`src/shared/adcsq_pkg.sv`:
```
// Purpose: constants and types for the converter sequencing control block
// Assumes: APB slave, 32-bit data, byte address = 4 * printed index
// Notes: one aligned word per register, data in low 8 bits
package adcsq_pkg;
  localparam logic [7:0] ADCSQ_IDX_CTRL_A = 8'h0E;
  localparam logic [7:0] ADCSQ_IDX_CTRL_B = 8'h0F;
  localparam logic [7:0] ADCSQ_IDX_STATUS = 8'h26;
  localparam logic [7:0] ADCSQ_IDX_UPPER = 8'h27;
  localparam logic [7:0] ADCSQ_CTRL_A_RESET = 8'h10;
  localparam logic [7:0] ADCSQ_CTRL_B_RESET = 8'h10;
  localparam logic [7:0] ADCSQ_CTRL_B_MASK = 8'h3E;
  localparam logic [7:0] ADCSQ_UNSTABLE = 8'h0A;
  localparam int ADCSQ_START_BIT = 7;
  localparam int ADCSQ_GATE_BIT = 4;
  localparam int ADCSQ_LADDER_BIT = 5;
  localparam logic [1:0] ADCSQ_MODE_OFF = 2'h0;
  localparam logic [1:0] ADCSQ_MODE_SINGLE = 2'h1;
  localparam logic [1:0] ADCSQ_MODE_REPEAT = 2'h3;
  localparam int ADCSQ_CNT_W = 12;
  typedef enum logic [1:0] {
    ADCSQ_IDLE = 2'h0,
    ADCSQ_CONV = 2'h1
  } adcsq_state_t;
  // conversion length in clock periods, zero for reserved codes
  function automatic logic [11:0] adcsq_conv_len(input logic div, input logic [2:0] code);
    logic [11:0] len;
    len = 12'h000;
    if (!div) begin
      unique case (code)
        3'h0: len = 12'h027;
        3'h2: len = 12'h04E;
        3'h3: len = 12'h09C;
        3'h4: len = 12'h138;
        3'h5: len = 12'h270;
        3'h6: len = 12'h4E0;
        default: len = 12'h000;
      endcase
    end else begin
      unique case (code)
        3'h0: len = 12'h027;
        3'h2: len = 12'h09C;
        3'h3: len = 12'h138;
        3'h4: len = 12'h270;
        3'h5: len = 12'h4E0;
        3'h6: len = 12'h830;
        default: len = 12'h000;
      endcase
    end
    return len;
  endfunction
endpackage

```
`src/verilog/adcsq_timer.sv`:
```
`timescale 1ns/1ps
// Purpose: conversion length counter
// Assumes: len nonzero when load pulses
// Notes: fin pulses for one cycle after len cycles
module adcsq_timer #(
  parameter int CNT_W = 12
) (
  input wire logic pclk,
  input wire logic presetn,
  input wire logic load,
  input wire logic abort,
  input wire logic [CNT_W-1:0] len,
  output logic fin
);
  typedef struct packed {
    logic [CNT_W-1:0] cnt;
    logic run;
    logic fin;
  } adcsq_tmr_t;
  adcsq_tmr_t r, next_r;

  // longest conversion needs the full package width
  if (CNT_W < adcsq_pkg::ADCSQ_CNT_W) begin : g_width_check
    $error("timer counter too narrow for longest conversion");
  end

  always_comb begin
    next_r = r;
    next_r.fin = 1'b0;
    if (abort) begin
      next_r.run = 1'b0;
    end else if (load) begin
      next_r.run = 1'b1;
      next_r.cnt = len - CNT_W'(1);
    end else if (r.run) begin
      if (r.cnt == '0) begin
        next_r.run = 1'b0;
        next_r.fin = 1'b1;
      end else begin
        next_r.cnt = r.cnt - CNT_W'(1);
      end
    end
  end

  always_ff @(posedge pclk or negedge presetn) begin
    if (!presetn) begin
      r <= '0;
    end else begin
      r <= next_r;
    end
  end

  assign fin = r.fin;
endmodule

```
`src/verilog/adcsq_ctrl.sv`:
```
// Design decision made here: the APB interface to the registers.
`timescale 1ns/1ps
// Purpose: sequencing control of a 10-bit converter, APB registers
// Assumes: analog comparator returns result with conv_done timing from this block
// Notes: one clock period counted per high-frequency clock period
module adcsq_ctrl (
  input wire logic pclk,
  input wire logic presetn,
  input wire logic psel,
  input wire logic penable,
  input wire logic pwrite,
  input wire logic [11:0] paddr,
  input wire logic [31:0] pwdata,
  output logic [31:0] prdata,
  output logic pready,
  output logic pslverr,
  input wire logic low_power,
  input wire logic [9:0] analog_result,
  output logic [3:0] channel_select,
  output logic analog_input_gate,
  output logic ladder_connect,
  output logic sample_enable,
  output logic conversion_done_irq
);
  // ----------------------------------------------------------
  // state
  // ----------------------------------------------------------
  typedef struct packed {
    adcsq_pkg::adcsq_state_t st;
    logic [7:0] ctrl_a;
    logic [7:0] ctrl_b;
    logic [9:0] result;
    logic done_flag;
    logic busy_flag;
    logic [31:0] prdata;
    logic pready;
    logic pslverr;
    logic irq;
    logic ladder;
    logic sample;
  } adcsq_regs_t;
  adcsq_regs_t r, next_r;

  logic load;
  logic abort;
  logic fin;
  logic [11:0] len;
  logic setup;
  logic wr;
  logic rd;
  logic [9:0] idx;
  logic [1:0] mode;
  logic map_hit;

  // register index match, used by decode and checks
  function automatic logic adcsq_at(input logic [9:0] a, input logic [7:0] ridx);
    return a == {2'h0, ridx};
  endfunction

  assign mode = r.ctrl_a[6:5];
  assign len = adcsq_pkg::adcsq_conv_len(1'b0, r.ctrl_b[3:1]);
  assign setup = psel && !penable;
  assign idx = paddr[11:2];
  assign wr = setup && pwrite;
  assign rd = setup && !pwrite;
  assign map_hit = (paddr[1:0] == 2'h0) && (adcsq_at(idx, adcsq_pkg::ADCSQ_IDX_CTRL_A)
    || adcsq_at(idx, adcsq_pkg::ADCSQ_IDX_CTRL_B) || adcsq_at(idx, adcsq_pkg::ADCSQ_IDX_STATUS)
    || adcsq_at(idx, adcsq_pkg::ADCSQ_IDX_UPPER));

  // divider select is tied low; divider-1 table kept in function
  adcsq_timer #(
    .CNT_W(adcsq_pkg::ADCSQ_CNT_W)
  ) i_adcsq_timer (
    .pclk(pclk),
    .presetn(presetn),
    .load(load),
    .abort(abort),
    .len(len),
    .fin(fin)
  );

  // ----------------------------------------------------------
  // next state
  // ----------------------------------------------------------
  always_comb begin
    next_r = r;
    load = 1'b0;
    abort = 1'b0;
    next_r.irq = 1'b0;
    next_r.pready = 1'b0;
    next_r.pslverr = 1'b0;
    // APB: answer one cycle after setup
    if (setup) begin
      next_r.pready = 1'b1;
      next_r.pslverr = !map_hit;
      next_r.prdata = '0;
    end
    if (rd && map_hit) begin
      if (idx == {2'h0, adcsq_pkg::ADCSQ_IDX_CTRL_A}) begin
        next_r.prdata = {24'h000000, r.ctrl_a};
      end else if (idx == {2'h0, adcsq_pkg::ADCSQ_IDX_CTRL_B}) begin
        next_r.prdata = {24'h000000, r.ctrl_b};
      end else if (idx == {2'h0, adcsq_pkg::ADCSQ_IDX_STATUS}) begin
        next_r.prdata = {24'h000000, r.result[1:0], r.done_flag, r.busy_flag,
          adcsq_pkg::ADCSQ_UNSTABLE[3:0]};
      end else begin
        next_r.prdata = {24'h000000, r.result[9:2]};
        next_r.done_flag = 1'b0;
      end
    end
    if (wr && map_hit && !low_power) begin
      if (idx == {2'h0, adcsq_pkg::ADCSQ_IDX_CTRL_A}) begin
        next_r.ctrl_a = pwdata[7:0];
      end else if (idx == {2'h0, adcsq_pkg::ADCSQ_IDX_CTRL_B}) begin
        next_r.ctrl_b = pwdata[7:0] & adcsq_pkg::ADCSQ_CTRL_B_MASK;
      end
    end
    // sequencing
    unique case (r.st)
      adcsq_pkg::ADCSQ_IDLE: begin
        if (r.ctrl_a[adcsq_pkg::ADCSQ_START_BIT] && mode != adcsq_pkg::ADCSQ_MODE_OFF
            && len != '0) begin
          load = 1'b1;
          next_r.st = adcsq_pkg::ADCSQ_CONV;
          next_r.busy_flag = 1'b1;
          next_r.done_flag = 1'b0;
          next_r.ctrl_a[adcsq_pkg::ADCSQ_START_BIT] = 1'b0;
        end
      end
      adcsq_pkg::ADCSQ_CONV: begin
        if (mode == adcsq_pkg::ADCSQ_MODE_OFF) begin
          abort = 1'b1;
          next_r.st = adcsq_pkg::ADCSQ_IDLE;
          next_r.busy_flag = 1'b0;
        end else if (fin) begin
          next_r.result = analog_result;
          next_r.done_flag = 1'b1;
          next_r.irq = 1'b1;
          if (mode == adcsq_pkg::ADCSQ_MODE_REPEAT) begin
            load = 1'b1;
            next_r.busy_flag = 1'b1;
          end else begin
            next_r.st = adcsq_pkg::ADCSQ_IDLE;
            next_r.busy_flag = 1'b0;
          end
        end
      end
      default: begin
        next_r.st = adcsq_pkg::ADCSQ_IDLE;
      end
    endcase
    if (low_power) begin
      abort = 1'b1;
      next_r.st = adcsq_pkg::ADCSQ_IDLE;
      next_r.busy_flag = 1'b0;
      next_r.ctrl_a = adcsq_pkg::ADCSQ_CTRL_A_RESET;
      next_r.ctrl_b = adcsq_pkg::ADCSQ_CTRL_B_RESET;
      next_r.result = '0;
      next_r.done_flag = 1'b0;
      next_r.irq = 1'b0;
    end
    next_r.ladder = next_r.ctrl_b[adcsq_pkg::ADCSQ_LADDER_BIT]
      || next_r.st == adcsq_pkg::ADCSQ_CONV;
    next_r.sample = next_r.st == adcsq_pkg::ADCSQ_CONV;
  end

  always_ff @(posedge pclk or negedge presetn) begin
    if (!presetn) begin
      r <= '{st: adcsq_pkg::ADCSQ_IDLE, ctrl_a: adcsq_pkg::ADCSQ_CTRL_A_RESET,
        ctrl_b: adcsq_pkg::ADCSQ_CTRL_B_RESET, result: 10'h000, done_flag: 1'b0,
        busy_flag: 1'b0, prdata: 32'h00000000, pready: 1'b0, pslverr: 1'b0,
        irq: 1'b0, ladder: 1'b0, sample: 1'b0};
    end else begin
      r <= next_r;
    end
  end

  // ----------------------------------------------------------
  // outputs
  // ----------------------------------------------------------
  assign prdata = r.prdata;
  assign pready = r.pready;
  assign pslverr = r.pslverr;
  assign channel_select = r.ctrl_a[3:0];
  assign analog_input_gate = r.ctrl_a[adcsq_pkg::ADCSQ_GATE_BIT];
  assign ladder_connect = r.ladder;
  assign sample_enable = r.sample;
  assign conversion_done_irq = r.irq;

  // ----------------------------------------------------------
  // checks
  // ----------------------------------------------------------
  start_clears_a: assert property (@(posedge pclk) disable iff (!presetn)
    load && r.st == adcsq_pkg::ADCSQ_IDLE |=> !r.ctrl_a[adcsq_pkg::ADCSQ_START_BIT] || $past(wr))
    else $error("start bit not cleared");
  start_busy_a: assert property (@(posedge pclk) disable iff (!presetn)
    load && !low_power |=> r.busy_flag)
    else $error("busy not set on start");
  done_irq_a: assert property (@(posedge pclk) disable iff (!presetn)
    $rose(r.done_flag) |-> r.irq)
    else $error("done without interrupt");
  upper_clear_a: assert property (@(posedge pclk) disable iff (!presetn)
    rd && map_hit && adcsq_at(idx, adcsq_pkg::ADCSQ_IDX_UPPER) && !fin |=> !r.done_flag)
    else $error("upper read kept done");
  low_power_a: assert property (@(posedge pclk) disable iff (!presetn)
    low_power |=> r.ctrl_a == adcsq_pkg::ADCSQ_CTRL_A_RESET && !r.busy_flag)
    else $error("low power did not reset");
  abort_keep_a: assert property (@(posedge pclk) disable iff (!presetn)
    abort |=> $stable(r.result) || $past(low_power))
    else $error("aborted result stored");
  ladder_a: assert property (@(posedge pclk) disable iff (!presetn)
    r.sample |-> r.ladder)
    else $error("ladder off during conversion");
  apb_answer_a: assert property (@(posedge pclk) disable iff (!presetn)
    setup |=> pready)
    else $error("no apb answer");
  repeat_a: assert property (@(posedge pclk) disable iff (!presetn)
    fin && mode == adcsq_pkg::ADCSQ_MODE_REPEAT && !low_power |=> r.busy_flag)
    else $error("repeat did not restart");
  single_c: cover property (@(posedge pclk) disable iff (!presetn)
    mode == adcsq_pkg::ADCSQ_MODE_SINGLE && fin);
  repeat_c: cover property (@(posedge pclk) disable iff (!presetn)
    mode == adcsq_pkg::ADCSQ_MODE_REPEAT && fin);
  abort_c: cover property (@(posedge pclk) disable iff (!presetn) abort && r.busy_flag);
  busy_sample_a: assert property (@(posedge pclk) disable iff (!presetn)
    r.busy_flag == r.sample)
    else $error("busy and sampling disagree");
  irq_pulse_a: assert property (@(posedge pclk) disable iff (!presetn)
    r.irq |=> !r.irq)
    else $error("interrupt longer than one cycle");
  off_no_start_a: assert property (@(posedge pclk) disable iff (!presetn)
    r.st == adcsq_pkg::ADCSQ_IDLE && mode == adcsq_pkg::ADCSQ_MODE_OFF |=> r.st == adcsq_pkg::ADCSQ_IDLE)
    else $error("start while converter off");
  reserved_time_a: assert property (@(posedge pclk) disable iff (!presetn)
    r.st == adcsq_pkg::ADCSQ_IDLE && len == '0 |=> r.st == adcsq_pkg::ADCSQ_IDLE)
    else $error("start on reserved time code");
  restart_keep_a: assert property (@(posedge pclk) disable iff (!presetn)
    load && r.st == adcsq_pkg::ADCSQ_IDLE && !low_power |=> $stable(r.result) && !r.done_flag)
    else $error("restart lost old result");
  status_read_a: assert property (@(posedge pclk) disable iff (!presetn)
    rd && map_hit && adcsq_at(idx, adcsq_pkg::ADCSQ_IDX_STATUS)
    |=> r.prdata[5] == $past(r.done_flag) && r.prdata[4] == $past(r.busy_flag))
    else $error("status flags misplaced");
  lp_write_a: assert property (@(posedge pclk) disable iff (!presetn)
    low_power && wr |=> r.ctrl_b == adcsq_pkg::ADCSQ_CTRL_B_RESET && analog_input_gate)
    else $error("write accepted in low power");
  ladder_idle_a: assert property (@(posedge pclk) disable iff (!presetn)
    !r.sample && !r.ctrl_b[adcsq_pkg::ADCSQ_LADDER_BIT] |-> !r.ladder)
    else $error("ladder on while idle");
  unmapped_err_a: assert property (@(posedge pclk) disable iff (!presetn)
    setup && !map_hit |=> pslverr)
    else $error("unmapped access not flagged");
  lowpower_c: cover property (@(posedge pclk) disable iff (!presetn) low_power && r.busy_flag);
  upper_read_c: cover property (@(posedge pclk) disable iff (!presetn)
    rd && adcsq_at(idx, adcsq_pkg::ADCSQ_IDX_UPPER) && r.done_flag);
endmodule

```
`config.mk`:
```
export PLATFORM = sky130hd
export DESIGN_NAME = adcsq_ctrl
export DESIGN_NICKNAME = d
export VERILOG_FILES = /design/src/shared/adcsq_pkg.sv /design/src/verilog/adcsq_timer.sv /design/src/verilog/adcsq_ctrl.sv
export SDC_FILE = /design/constraint.sdc
export NUM_CORES = 1
export LEC_CHECK = 0
export BUFFER_PORTS_ARGS = -buffer_cell sky130_fd_sc_hd__buf_4
export CAP_MARGIN = 15
export CORE_ASPECT_RATIO = 2
export CORE_UTILIZATION = 56
export CTS_CLUSTER_DIAMETER = 200
export DETAILED_ROUTE_END_ITERATION = 10
export PLACE_DENSITY = 0.88
export REMOVE_ABC_BUFFERS = 1
export SETUP_SLACK_MARGIN = 0.2
export SLEW_MARGIN = 10
export SYNTH_ARGS = -nofsm -noshare
export SYNTH_HDL_FRONTEND = slang
export SYNTH_HIERARCHICAL = 1
export SYNTH_SLANG_ARGS = --single-unit
```
`constraint.sdc`:
```
create_clock -name pclk -period 3.5 [get_ports pclk]
set_input_delay 0.175 -clock pclk [delete_from_list [all_inputs] [get_ports pclk]]
set_output_delay 0.175 -clock pclk [all_outputs]
set_load 0.01 [all_outputs]
```
==> impl_results.md, run 1 <==
- Largest family of logic cells by synthesized area: simple AND/OR/NAND/NOR gates
- N_diodes: 0
- Layout cells sized above 1: 0.1991
- Worst setup SP type: flip-flop
- FP Rows: 40
- Placed cell count: 491
- Yosys cell types: 70
- Ports: about 100
- Setup violations, final: 0
- Drt total wl: roughly 8600 um
- Synth top area share: 0.3764
- Lkg Pwr: between 0.0015 and 0.002 uW
- CTS clock-pin slew for the worst setup and hold paths: 0.07 ns
- Vias per cell: 6.216
- Top_reg_cell synth: dfrtp_1
- Post-synth top area cell: dfrtp_1
- Fmax: about 330 MHz
- DRT Pass-1 Iters: 4
- Synth Area in XOR/XNOR: 0.02751
- Post-CTS sizing: 0
- Grt ovf: 0
- Commonest non-fill, non-tap cell in the layout: buf_4
- Clock Sinks: 54
- Worst path arrival time: ~3.2 ns
- Final Net Count: approximately 500
- WL/cell: approximately 17 um
- Post-layout util: 0.6473
- Asr flop ratio synth: 1.000
- Worst slew pin tran: 0.6815 ns
- Slew margin rel.: 0.5457
- Commonest non-fill, non-tap cells in the layout: buf_4, dfrtp_1, o21ai_0
- Final TNS setup: 0 ns
- CTS tree: built
- Initial Util: 0.5805
- First-pass GRT wire length: 14120 um
- Die Ht: about 110 um
- Initial DRC Count: between 100 and 150
- Post-DRT Antenna Nets: 0
- Setup bufs post-CTS: 0
- Critical Path Fanout Max: 18
- # DRC: 0
- Period utilization: 0.8569
- Synth Area in Simple Gates: 0.2258
- Final min period: approximately 3 ns
- Largest net degree at the start of global routing: 55
- Kind of end point of the critical path: flip-flop
- CTS Buffer Depth: 2
- Synth Area per Inst: just under 9 um2
- Post-Synthesis Cells: a little under 400
- Clock skew: between 0.006 and 0.007 ns
- Crit Path Class: reg -> reg
- Die Footprint: 6510 um2
- Number of synthesized flops with an enable pin: 0
- Adder-cell area share of the yosys netlist: 0.01375
- CTS H-tree depth: 2
- Vias: a little over 3000
- DP Area: between 3000 and 4000 um2
- Mapped Area: around 3500 um2
- Req. time, crit path: roughly 3.7 ns
- Hold Crit Class: in -> reg
- Peak supply drop: approximately 420 uV
- Number of global-route vias before repair: just over 3000
- Final Hold Viols: 0
- Core Box Area: about 6000 um2
- Die X-Extent: between 50 and 60 um
- Final Cell Area: 3855 um2
- Synth Area in Compound Gates: 0.2030
- Seq/Total Area, Yosys: 0.3916
- Max-cap violations: 0
- IO Port Bufs: 53
- Mux share of post-synthesis cell area: 0.01231
- Status: complete, no violations
- Cts bufs inserted: 5
- Top area cells in the synthesized netlist: dfrtp_1, buf_4, o21ai_0, a21oi_1, nand2_1
- Hold buffer count at CTS: 1
- Non-filler cells, final: 500
- GPL Wtd Cong: between 0.9 and 1
- Clock latency on the worst-skew pair: between 0.2 and 0.3 ns
- Detail Placement HPWL: between 6000 and 7000 um
- Pwr/cell area: ~330 nW/um2
- Initial antenna violation count: 0
- Synthesized flop and latch total: between 50 and 60
- RSZ-0062 raised after global routing: no
- Synth warnings: 6
- Max Slew Vio Count: 0
- All-Layer GR Usage: 0.2832
- Clk Tree Root Cell: clkbuf_16
- R2r setup slk: 0.50 ns
- Area Overhead vs Synth: 11.51%
==> routing by layer <==
| layer | track usage | share of wire |
|---|---|---|
| met1 | 0.2915 | 0.34 |
| met2 | 0.5070 | 0.57 |
| met3 | 0.04000 | 0.038 |
| met4 | 0.1967 | 0.048 |
| met5 | 0 | 0 |
==> cell usage after synthesis, types with 4 or more instances <==
cell type and n:
dfrtp_1 52, a21oi_1 34, nor4_1 4, o21ai_0 35, inv_1 16, a21o_1 4
nor2b_1 4, nand4_1 15, xor2_1 5, or3_1 5, clkbuf_1 10, xnor2_1 4
nor2_1 27, nor3_1 14, nand2_1 33, buf_4 36, buf_2 5, a31oi_1 5
nand2b_1 6, a22oi_1 7
==> critical path, cell delays in order (launching register included) <==
cell and delay [ns]:
dfrtp_1 0.50, nand2b_1 0.25, a31oi_1 0.14, nand2_1 0.10, a21oi_1 0.08, or4b_4 0.51, nor4_1 0.37, or3_1 0.52
inv_2 0.16, nand3_2 0.12, o221ai_1 0.11
==> kinds of logic after synthesis <==
group                    after synthesis
AO/OA/AOI/OAI                        115
XOR/XNOR                              10
flip-flops                            54
AND/OR/NAND/NOR                      139
other                                  1
multiplexers                           4
adder cells (fa/ha/maj)                4
buffers and inverters                 71
==> path summary, 6_finish.rpt <==
kind,cells after the start,to,start
min in group asynchronous,2,i_adcsq_timer/r[12],presetn
worst max-delay path,10,i_adcsq_timer/r[10],r[52]
worst min register to register,2,prdata[6],prdata[6]
max in group asynchronous,2,i_adcsq_timer/r[4],presetn
worst max register to register,10,i_adcsq_timer/r[10],r[52]
worst min-delay path,3,r[47],analog_result[8]
==> per-stage QoR <==
stage | setup WS, ns | total power, uW | hold WS, ns
CTS | 0.5644 | 1288 | 0.1206
finish | 0.5008 | 1288 | 0.1203
global placement | 0.6888 | 790.0 | 0.2474
global route | 0.3253 | 1335 | 0.1197
detailed placement | 0.5731 | 795.5 | 0.2575
floorplan | 0.7799 | 718.7 | -0.1206
==> report_power, final <==
part / leakage (uW) / switching (uW) / internal [uW]
logic: 0.000897 / 82.2 / 53.7
registers: 0.000727 / 14.5 / 636
clock network: 0.0000739 / 217 / 284
total: 0.00170 / 314 / 974
==> registers in the layout (all words and copies together), names as in the netlist, 2 cells and up <==
name	count
prdata	8
i_adcsq_timer/r	13
r	20
mode	2
channel_select	4
==> layout make-up <==
type	instances	area (um2)
fill	512	2101
multi-input combinational	300	1773
sequential	54	1354
timing repair buffer	58	437.9
clock buffer	7	142.6
tap	63	78.83
inverter	17	63.81
clock inverter	1	5.005
No activity file was read; power rests on OpenSTA's default activity.
==> run 2, diff against run 1 <==
ABC_AREA = 1   (was default)
CORE_UTILIZATION = 57   (was 56)
==> run 2 against run 1 <==
Net effect: clock power rose by 21%; critical path depth rose by 3; global-route usage rose by 0.98 points; highest routed layer unchanged; utilization rose by 3.1 points; largest power group unchanged; hold slack got worse by 0.090 ns.
==> impl_results.md, run 2 <==
- Mapped Area: 3637 um2 (was 3457 um2)
- Synth top area share: 0.3578 (was 0.3764)
- Synthesized flop and latch total: 54 (unchanged)
- WL/cell: 13.95 um (was 17.26 um)
- Top reg by flops: r (unchanged)
- Final min period: 2.417 ns (was 2.999 ns)
- Synth Area per Inst: 7.076 um2 (was 8.686 um2)
- Initial Util: 0.6006 (was 0.5805)
- Core Box Area: 6056 um2 (was 5956 um2)
- Max Slew Vio Count: 0 (unchanged)
- Ports: 102 (unchanged)
- Cts bufs inserted: 5 (unchanged)
- Fillers: 500 (was 512)
- DRT Pass-1 Iters: 6 (was 4)
- Clk Tree Root Cell: clkbuf_16 (unchanged)
- Worst hold stages: 2 (was 3)
- Initial DRC Count: 192 (was 126)
- Final Hold Viols: 0 (unchanged)
- Number of synthesized flops with an enable pin: 0 (unchanged)
- Worst path arrival time: 2.66 ns (was 3.16 ns)
- Grt ovf: 0 (unchanged)
- Hold Worst Slack: 0.02986 ns (was 0.1203 ns)
- N_diodes: 0 (unchanged)
- Final TNS setup: 0 ns (unchanged)
- Post-Synthesis Cells: 514 (was 398)
- Fin worst setup slack: 1.083 ns (was 0.5008 ns)
- Max reg flops: 20 (unchanged)
- Critical Path Fanout Max: 11 (was 18)
- Synth warnings: 6 (unchanged)
- Post-DRT Antenna Nets: 0 (unchanged)
- Post-synth top area cell: dfrtp_1 (unchanged)
- Lkg Pwr: 0.002232 uW (was 0.001698 uW)
- Worst slew pin tran: 0.7513 ns (was 0.6815 ns)
- CTS H-tree depth: 2 (unchanged)
- # DRC: 0 (unchanged)
- Clock latency on the worst-skew pair: 0.30 ns (was 0.29 ns)
- Largest net degree at the start of global routing: 55 (unchanged)
- Req. time, crit path: 3.74 ns (was 3.67 ns)
- FP Rows: 40 (unchanged)
- Top_reg_cell synth: dfrtp_1 (unchanged)
- Detail Placement HPWL: 7075 um (was 6418 um)
- Post-CTS sizing: 0 (unchanged)
- Layout cells sized above 1: 0.1843 (was 0.1991)
- Commonest non-fill, non-tap cell in the layout: nand2_1 (was buf_4)
- Final Net Count: 621 (was 499)
- Yosys cell types: 43 (was 70)
- Met2 WL: 5018 um (was 4927 um)
- Place WS: 1.138 ns (was 0.5731 ns)
- Asr flop ratio synth: 1.000 (unchanged)
- Initial antenna violation count: 0 (unchanged)
- Total power: 1330 uW (was 1288 uW)
- Peak supply drop: 321.5 uV (was 420.0 uV)
- Seq/Total Area, Yosys: 0.3722 (was 0.3916)
- RSZ-0062 raised after global routing: no (unchanged)
- Max-cap violations: 0 (unchanged)
- Crit Path Class: reg -> reg (unchanged)
- Met3 wire length: 290 um (was 327 um)
- GPL Wtd Cong: 0.9482 (was 0.9328)
- Vias: 3399 (was 3108)
- Die Ht: 115.0 um (was 113.1 um)
- Commonest cells post-synth: nand2_1, inv_1, dfrtp_1 (was dfrtp_1, buf_4, o21ai_0)
- Period utilization: 0.6907 (was 0.8569)
- Kind of end point of the critical path: flip-flop (unchanged)
- Hold Crit Class: in -> reg (unchanged)
- IO Port Bufs: 53 (unchanged)
- First-pass GRT wire length: 14830 um (was 14120 um)
- CTS tree: built (unchanged)
- CTS clock-pin slew for the worst setup and hold paths: 0.08 ns (was 0.07 ns)
- Clock Sinks: 54 (unchanged)
- All-Layer GR Usage: 0.2930 (was 0.2832)
- Drt total wl: 8969 um (was 8630 um)
- Number of global-route vias before repair: 3423 (was 3050)
- Top sig layer: met4 (unchanged)
- Slew margin rel.: 0.4921 (was 0.5457)
- Commonest non-fill, non-tap cells in the layout: nand2_1, inv_1, buf_4 (was buf_4, dfrtp_1, o21ai_0)
- Vias per cell: 5.286 (was 6.216)
- CTS Buffer Depth: 2 (unchanged)
- R2r worst-path depth: 13 (was 10)
- Die X-Extent: 58.49 um (was 57.56 um)
- Die Footprint: 6724 um2 (was 6510 um2)
- Status: complete, no violations (unchanged)
- Area Overhead vs Synth: 13.00% (was 11.51%)
- Count leader, synth: nand2_1 (was dfrtp_1)
- Fmax: 413.7 MHz (was 333.4 MHz)
- Clock skew: 0.01034 ns (was 0.006250 ns)
- Worst setup SP type: flip-flop (unchanged)
- Setup violations, final: 0 (unchanged)
- Top area cells in the synthesized netlist: dfrtp_1, nand2_1, buf_4, nand3_1, inv_1 (was dfrtp_1, buf_4, o21ai_0, a21oi_1, nand2_1)
- M1 wire length: 2922 um (was 2958 um)
- Pwr/cell area: 323.6 nW/um2 (was 334.2 nW/um2)
-- run 2: logic make-up (layout without fill, tap and decap cells) --
group / after synthesis / count (layout) / share of synthesized area
other: 1 / 27 / 0.001031
AND/OR/NAND/NOR: 270 / 270 / 0.3378
adder cells (fa/ha/maj): 3 / 3 / 0.01032
XOR/XNOR: 2 / 2 / 0.006882
buffers and inverters: 120 / 139 / 0.1699
AO/OA/AOI/OAI: 64 / 64 / 0.1018
flip-flops: 54 / 54 / 0.3722
-- run 2: report_power, final --
| group | internal, uW | switching [uW] |
|---|---|---|
| sequential | 628 | 2.59 |
| combinational | 35.1 | 59.4 |
| clock | 360 | 244 |
-- run 2: stage by stage --
stage               utilization  instance area [um2]  cells
global placement         0.6477                 3923    634
finish                   0.6787                 4110    643
global route             0.6787                 4110    643
CTS                      0.6787                 4110    643
detailed placement       0.6477                 3923    634
floorplan                     -                 3412    496
-- run 2: worst paths after layout --
check / from / endpoint / slack (ns)
setup / recovery: r[52] / i_adcsq_timer/r[6] / 1.08
hold / removal: penable / pready / 0.03
setup reg to reg: r[52] / i_adcsq_timer/r[6] / 1.08
hold reg to reg: prdata[7] / prdata[7] / 0.48
max in group asynchronous: presetn / i_adcsq_timer/r[13] / 2.57
min in group asynchronous: presetn / i_adcsq_timer/r[5] / 0.45
-- run 2: repair_timing --
item,CTS,global route
hold buffers,1,0
hold endpoints to repair,52,0
setup buffers,0,0
-- run 2: layout make-up --
cell class / instances / area [um2] / share of cell area
repair buffers: 55 / 415.4 / 0.1011
clock buffers: 6 / 138.9 / 0.03379
well taps: 84 / 105.1 / 0.02557
multi-input cells: 366 / 1763 / 0.4289
flip-flops and latches: 54 / 1354 / 0.3294
inverters: 76 / 295.3 / 0.07184
clock inverters: 2 / 38.79 / 0.009437
-- run 2: critical path, stage by stage, from the launching register on --
cell	delay, ns
dfrtp_1	0.50
xnor2_2	0.24
nand2_1	0.07
a21o_1	0.17
nand3_1	0.10
o31ai_1	0.09
buf_4	0.20
nor2_2	0.39
inv_1	0.17
a21oi_1	0.14
o21ai_0	0.09
nand2_1	0.06
nand2_1	0.06
o21ai_2	0.06
-- run 2: metal layers --
metal / global-route usage / vias up
met4: 0.2333 / 0
met5: 0 / -
li1: - / 1643
met1: 0.2704 / 1571
met3: 0.02700 / 54
met2: 0.5548 / 131
==> run 3, diff against run 2 <==
ABC_AREA = 0   (was 1)
CORE_UTILIZATION = 47   (was 57)
PLACE_DENSITY = 0.79   (was 0.88)
clock period = 2.21 ns   (was 3.5 ns; I/O delays follow)
==> run 3 against run 2 <==
Net effect: power grew 63%; count of clock-buffer cells in the layout unchanged; first-iteration DRC count decreased by 3.6%; sequential power grew 63%; clock power is 48% higher; via count down 5.6%; hold slack improved by 0.022 ns; utilization decreased by 5.2 points; combinational power grew to 2.5 times the previous value; setup slack lost 1.1 ns; critical endpoint is now i_adcsq_timer/r[11]; largest power group unchanged.
==> impl_results.md, run 3 (synthesis gave the netlist of run 1 again) <==
- CP max stage delay: 0.43 ns (was 0.50 ns)
- Initial DRC Count: 185 (was 192)
- # DRC: 0 (unchanged)
- Slew margin rel.: 0.5393 (was 0.4921)
- Critical path, cell by cell: buf_4, buf_4, inv_1, nor2_1, or3_1, nor4_2, xor2_1, a21oi_1, o31ai_2 (was xnor2_2, nand2_1, a21o_1, nand3_1, o31ai_1, buf_4, nor2_2, inv_1, a21oi_1, o21ai_0, nand2_1, nand2_1, o21ai_2)
- Fillers: 596 (was 500)
- All-Layer GR Usage: 0.2499 (was 0.2930)
- Worst r2r src: r[51] (was r[52])
- HP Start: analog_result[2] (was penable)
- Die Ht: 123.3 um (was 115.0 um)
- Max-cap violations: 0 (unchanged)
- Most common cell on crit path: buf_4 (was nand2_1)
- Vias: 3210 (was 3399)
- Total power: 2170 uW (was 1330 uW)
- Clock skew: 0.007455 ns (was 0.01034 ns)
- CTS Buffer Depth: 2 (unchanged)
- Hold Crit Endpoint: r[41] (was pready)
- Core Box Area: 7048 um2 (was 6056 um2)
- Clk Tree Root Cell: clkbuf_16 (unchanged)
- Lkg Pwr: 0.001926 uW (was 0.002232 uW)
- Cts bufs inserted: 5 (unchanged)
- Fmax: 454.7 MHz (was 413.7 MHz)
- CP top delay family: simple AND/OR/NAND/NOR gates (unchanged)
- Final Hold Viols: 0 (unchanged)
- R2r worst-path depth: 9 (was 13)
- Final Net Count: 532 (was 621)
- Fin worst setup slack: 0.01077 ns (was 1.083 ns)
- Pwr/cell area: 491.2 nW/um2 (was 323.6 nW/um2)
- GPL Wtd Cong: 0.9311 (was 0.9482)
- Ports: 102 (unchanged)
- Status: complete, no violations (unchanged)
- Hold Crit Class: in -> reg (unchanged)
- IO Port Bufs: 53 (unchanged)
- Peak supply drop: 450.1 uV (was 321.5 uV)
- CTS clock-pin slew for the worst setup and hold paths: 0.07 ns (was 0.08 ns)
- Final min period: 2.199 ns (was 2.417 ns)
- Setup violations, final: 0 (unchanged)
- Grt ovf: 0 (unchanged)
- Max Slew Vio Count: 0 (unchanged)
- First-pass GRT wire length: 14700 um (was 14830 um)
- Critical Path Fanout Max: 4 (was 11)
- Clock Sinks: 54 (unchanged)
- Vias per cell: 5.732 (was 5.286)
- Final TNS setup: 0 ns (unchanged)
- Worst slew pin tran: 0.6910 ns (was 0.7513 ns)
- Commonest non-fill, non-tap cells in the layout: buf_4, dfrtp_1, a21oi_1, nand2_1, conb_1 (was nand2_1, inv_1, buf_4)
- Worst hold stages: 3 (was 2)
- Clock latency on the worst-skew pair: 0.29 ns (was 0.30 ns)
- P_int: 1642 uW (was 1024 uW)
- Period utilization: 0.9951 (was 0.6907)
- Commonest non-fill, non-tap cell in the layout: buf_4 (was nand2_1)
- Die X-Extent: 62.65 um (was 58.49 um)
- Drt total wl: 9589 um (was 8969 um)
- Psw: 528.0 uW (was 306.0 uW)
- CTS tree: built (unchanged)
- RSZ-0062 raised after global routing: yes (was no)
- Reg power frac: 0.476 (was 0.474)
- Combinational Power Share: 0.111 (was 0.071)
- Worst path arrival time: 2.41 ns (was 2.66 ns)
- Worst setup SP type: flip-flop (unchanged)
- FP Rows: 43 (was 40)
- Worst path slowest cell: or3_1 (was dfrtp_1)
- Hold Worst Slack: 0.05171 ns (was 0.02986 ns)
- Initial antenna violation count: 0 (unchanged)
- Max reg flops: 20 (unchanged)
- Top reg by flops: r (unchanged)
- R2r setup slk: 0.01 ns (was 1.08 ns)
- Largest net degree at the start of global routing: 55 (unchanged)
- Initial Util: 0.4905 (was 0.6006)
- Post-DRT Antenna Nets: 0 (unchanged)
- R2R Path End: i_adcsq_timer/r[11] (was i_adcsq_timer/r[6])
- Place WS: -0.1836 ns (was 1.138 ns)
- Crit Path Class: reg -> reg (unchanged)
- Worst path bufs/invs: 3 (was 2)
- Detail Placement HPWL: 7140 um (was 7075 um)
- N_diodes: 0 (unchanged)
- Number of global-route vias before repair: 3066 (was 3423)
- Req. time, crit path: 2.42 ns (was 3.74 ns)
- Kind of end point of the critical path: flip-flop (unchanged)
- Layout cells sized above 1: 0.3234 (was 0.1843)
- DRT Pass-1 Iters: 4 (was 6)
- Die Footprint: 7724 um2 (was 6724 um2)
- CTS H-tree depth: 2 (unchanged)
- Clock network power share: 0.413 (was 0.455)
- WL/cell: 17.12 um (was 13.95 um)
- Switching share of power: 0.2434 (was 0.2301)
- Area Overhead vs Synth: 27.76% (was 13.00%)
-- run 3: routing by layer --
layer	vias up	GRT usage	wire length [um]	share of wire
li1	1513	-	-	-
met1	1532	0.2395	3162	0.33
met2	132	0.4878	5486	0.57
met3	33	0.02491	367	0.038
met4	0	0.1730	572	0.060
met5	-	0	0	0
-- run 3: tightest hold or removal path: cells and delay by family --
kind                   cells  cell delay [ns]
AO/OA/AOI/OAI              1             0.05
AND/OR/NAND/NOR            1             0.04
buffers and inverters      1             0.10
-- run 3: repair_timing --
action                                 in CTS  in global routing
resized for setup                          16                 42
hold buffers                                1                  0
pin swaps                                   3                  8
buffers inserted                            4                  4
setup endpoints to repair                  13                 13
gates cloned                                0                  1
endpoints found under the hold margin      52                  0
-- run 3: final cells by class --
| cell class | count | area (um2) | share of cell area |
|---|---|---|---|
| multi-input combinational | 300 | 1992 | 0.4510 |
| sequential | 54 | 1354 | 0.3065 |
| timing repair buffer | 91 | 723.2 | 0.1637 |
| clock buffer | 6 | 128.9 | 0.02918 |
| tap | 90 | 112.6 | 0.02550 |
| inverter | 17 | 68.82 | 0.01558 |
| clock inverter | 2 | 37.54 | 0.008499 |
-- run 3: how the worst max path moves through the flow --
stage / start / endpoint / slack, ns / cells after the start
6_report: r[51] / i_adcsq_timer/r[11] / 0.01 / 9
5_1_grt: r[50] / i_adcsq_timer/r[11] / -0.12 / 8
4_1_cts: r[52] / i_adcsq_timer/r[11] / 0.04 / 10
3_5_place_dp: mode[1] / i_adcsq_timer/r[10] / -0.18 / 11
3_3_place_gp: mode[1] / i_adcsq_timer/r[10] / -0.08 / 11
2_1_floorplan: r[51] / i_adcsq_timer/r[10] / -0.51 / 10
-- run 3: power by group through the flow --
stage	Combinational [uW]	Sequential, uW	Clock, uW
global placement	217	1050	0
global route	259	1040	944
finish	240	1030	896
CTS	224	1030	914
floorplan	95.2	1040	0
detailed placement	219	1050	0
-- run 3: per-stage QoR --
stage | area [um2] | instances | util
final | 4417 | 560 | 0.6267
after detailed placement | 3924 | 542 | 0.5567
after floorplan | 3191 | 371 | -
after global routing | 4417 | 560 | 0.6267
after CTS | 4208 | 555 | 0.5970
after global placement | 3924 | 542 | 0.5567
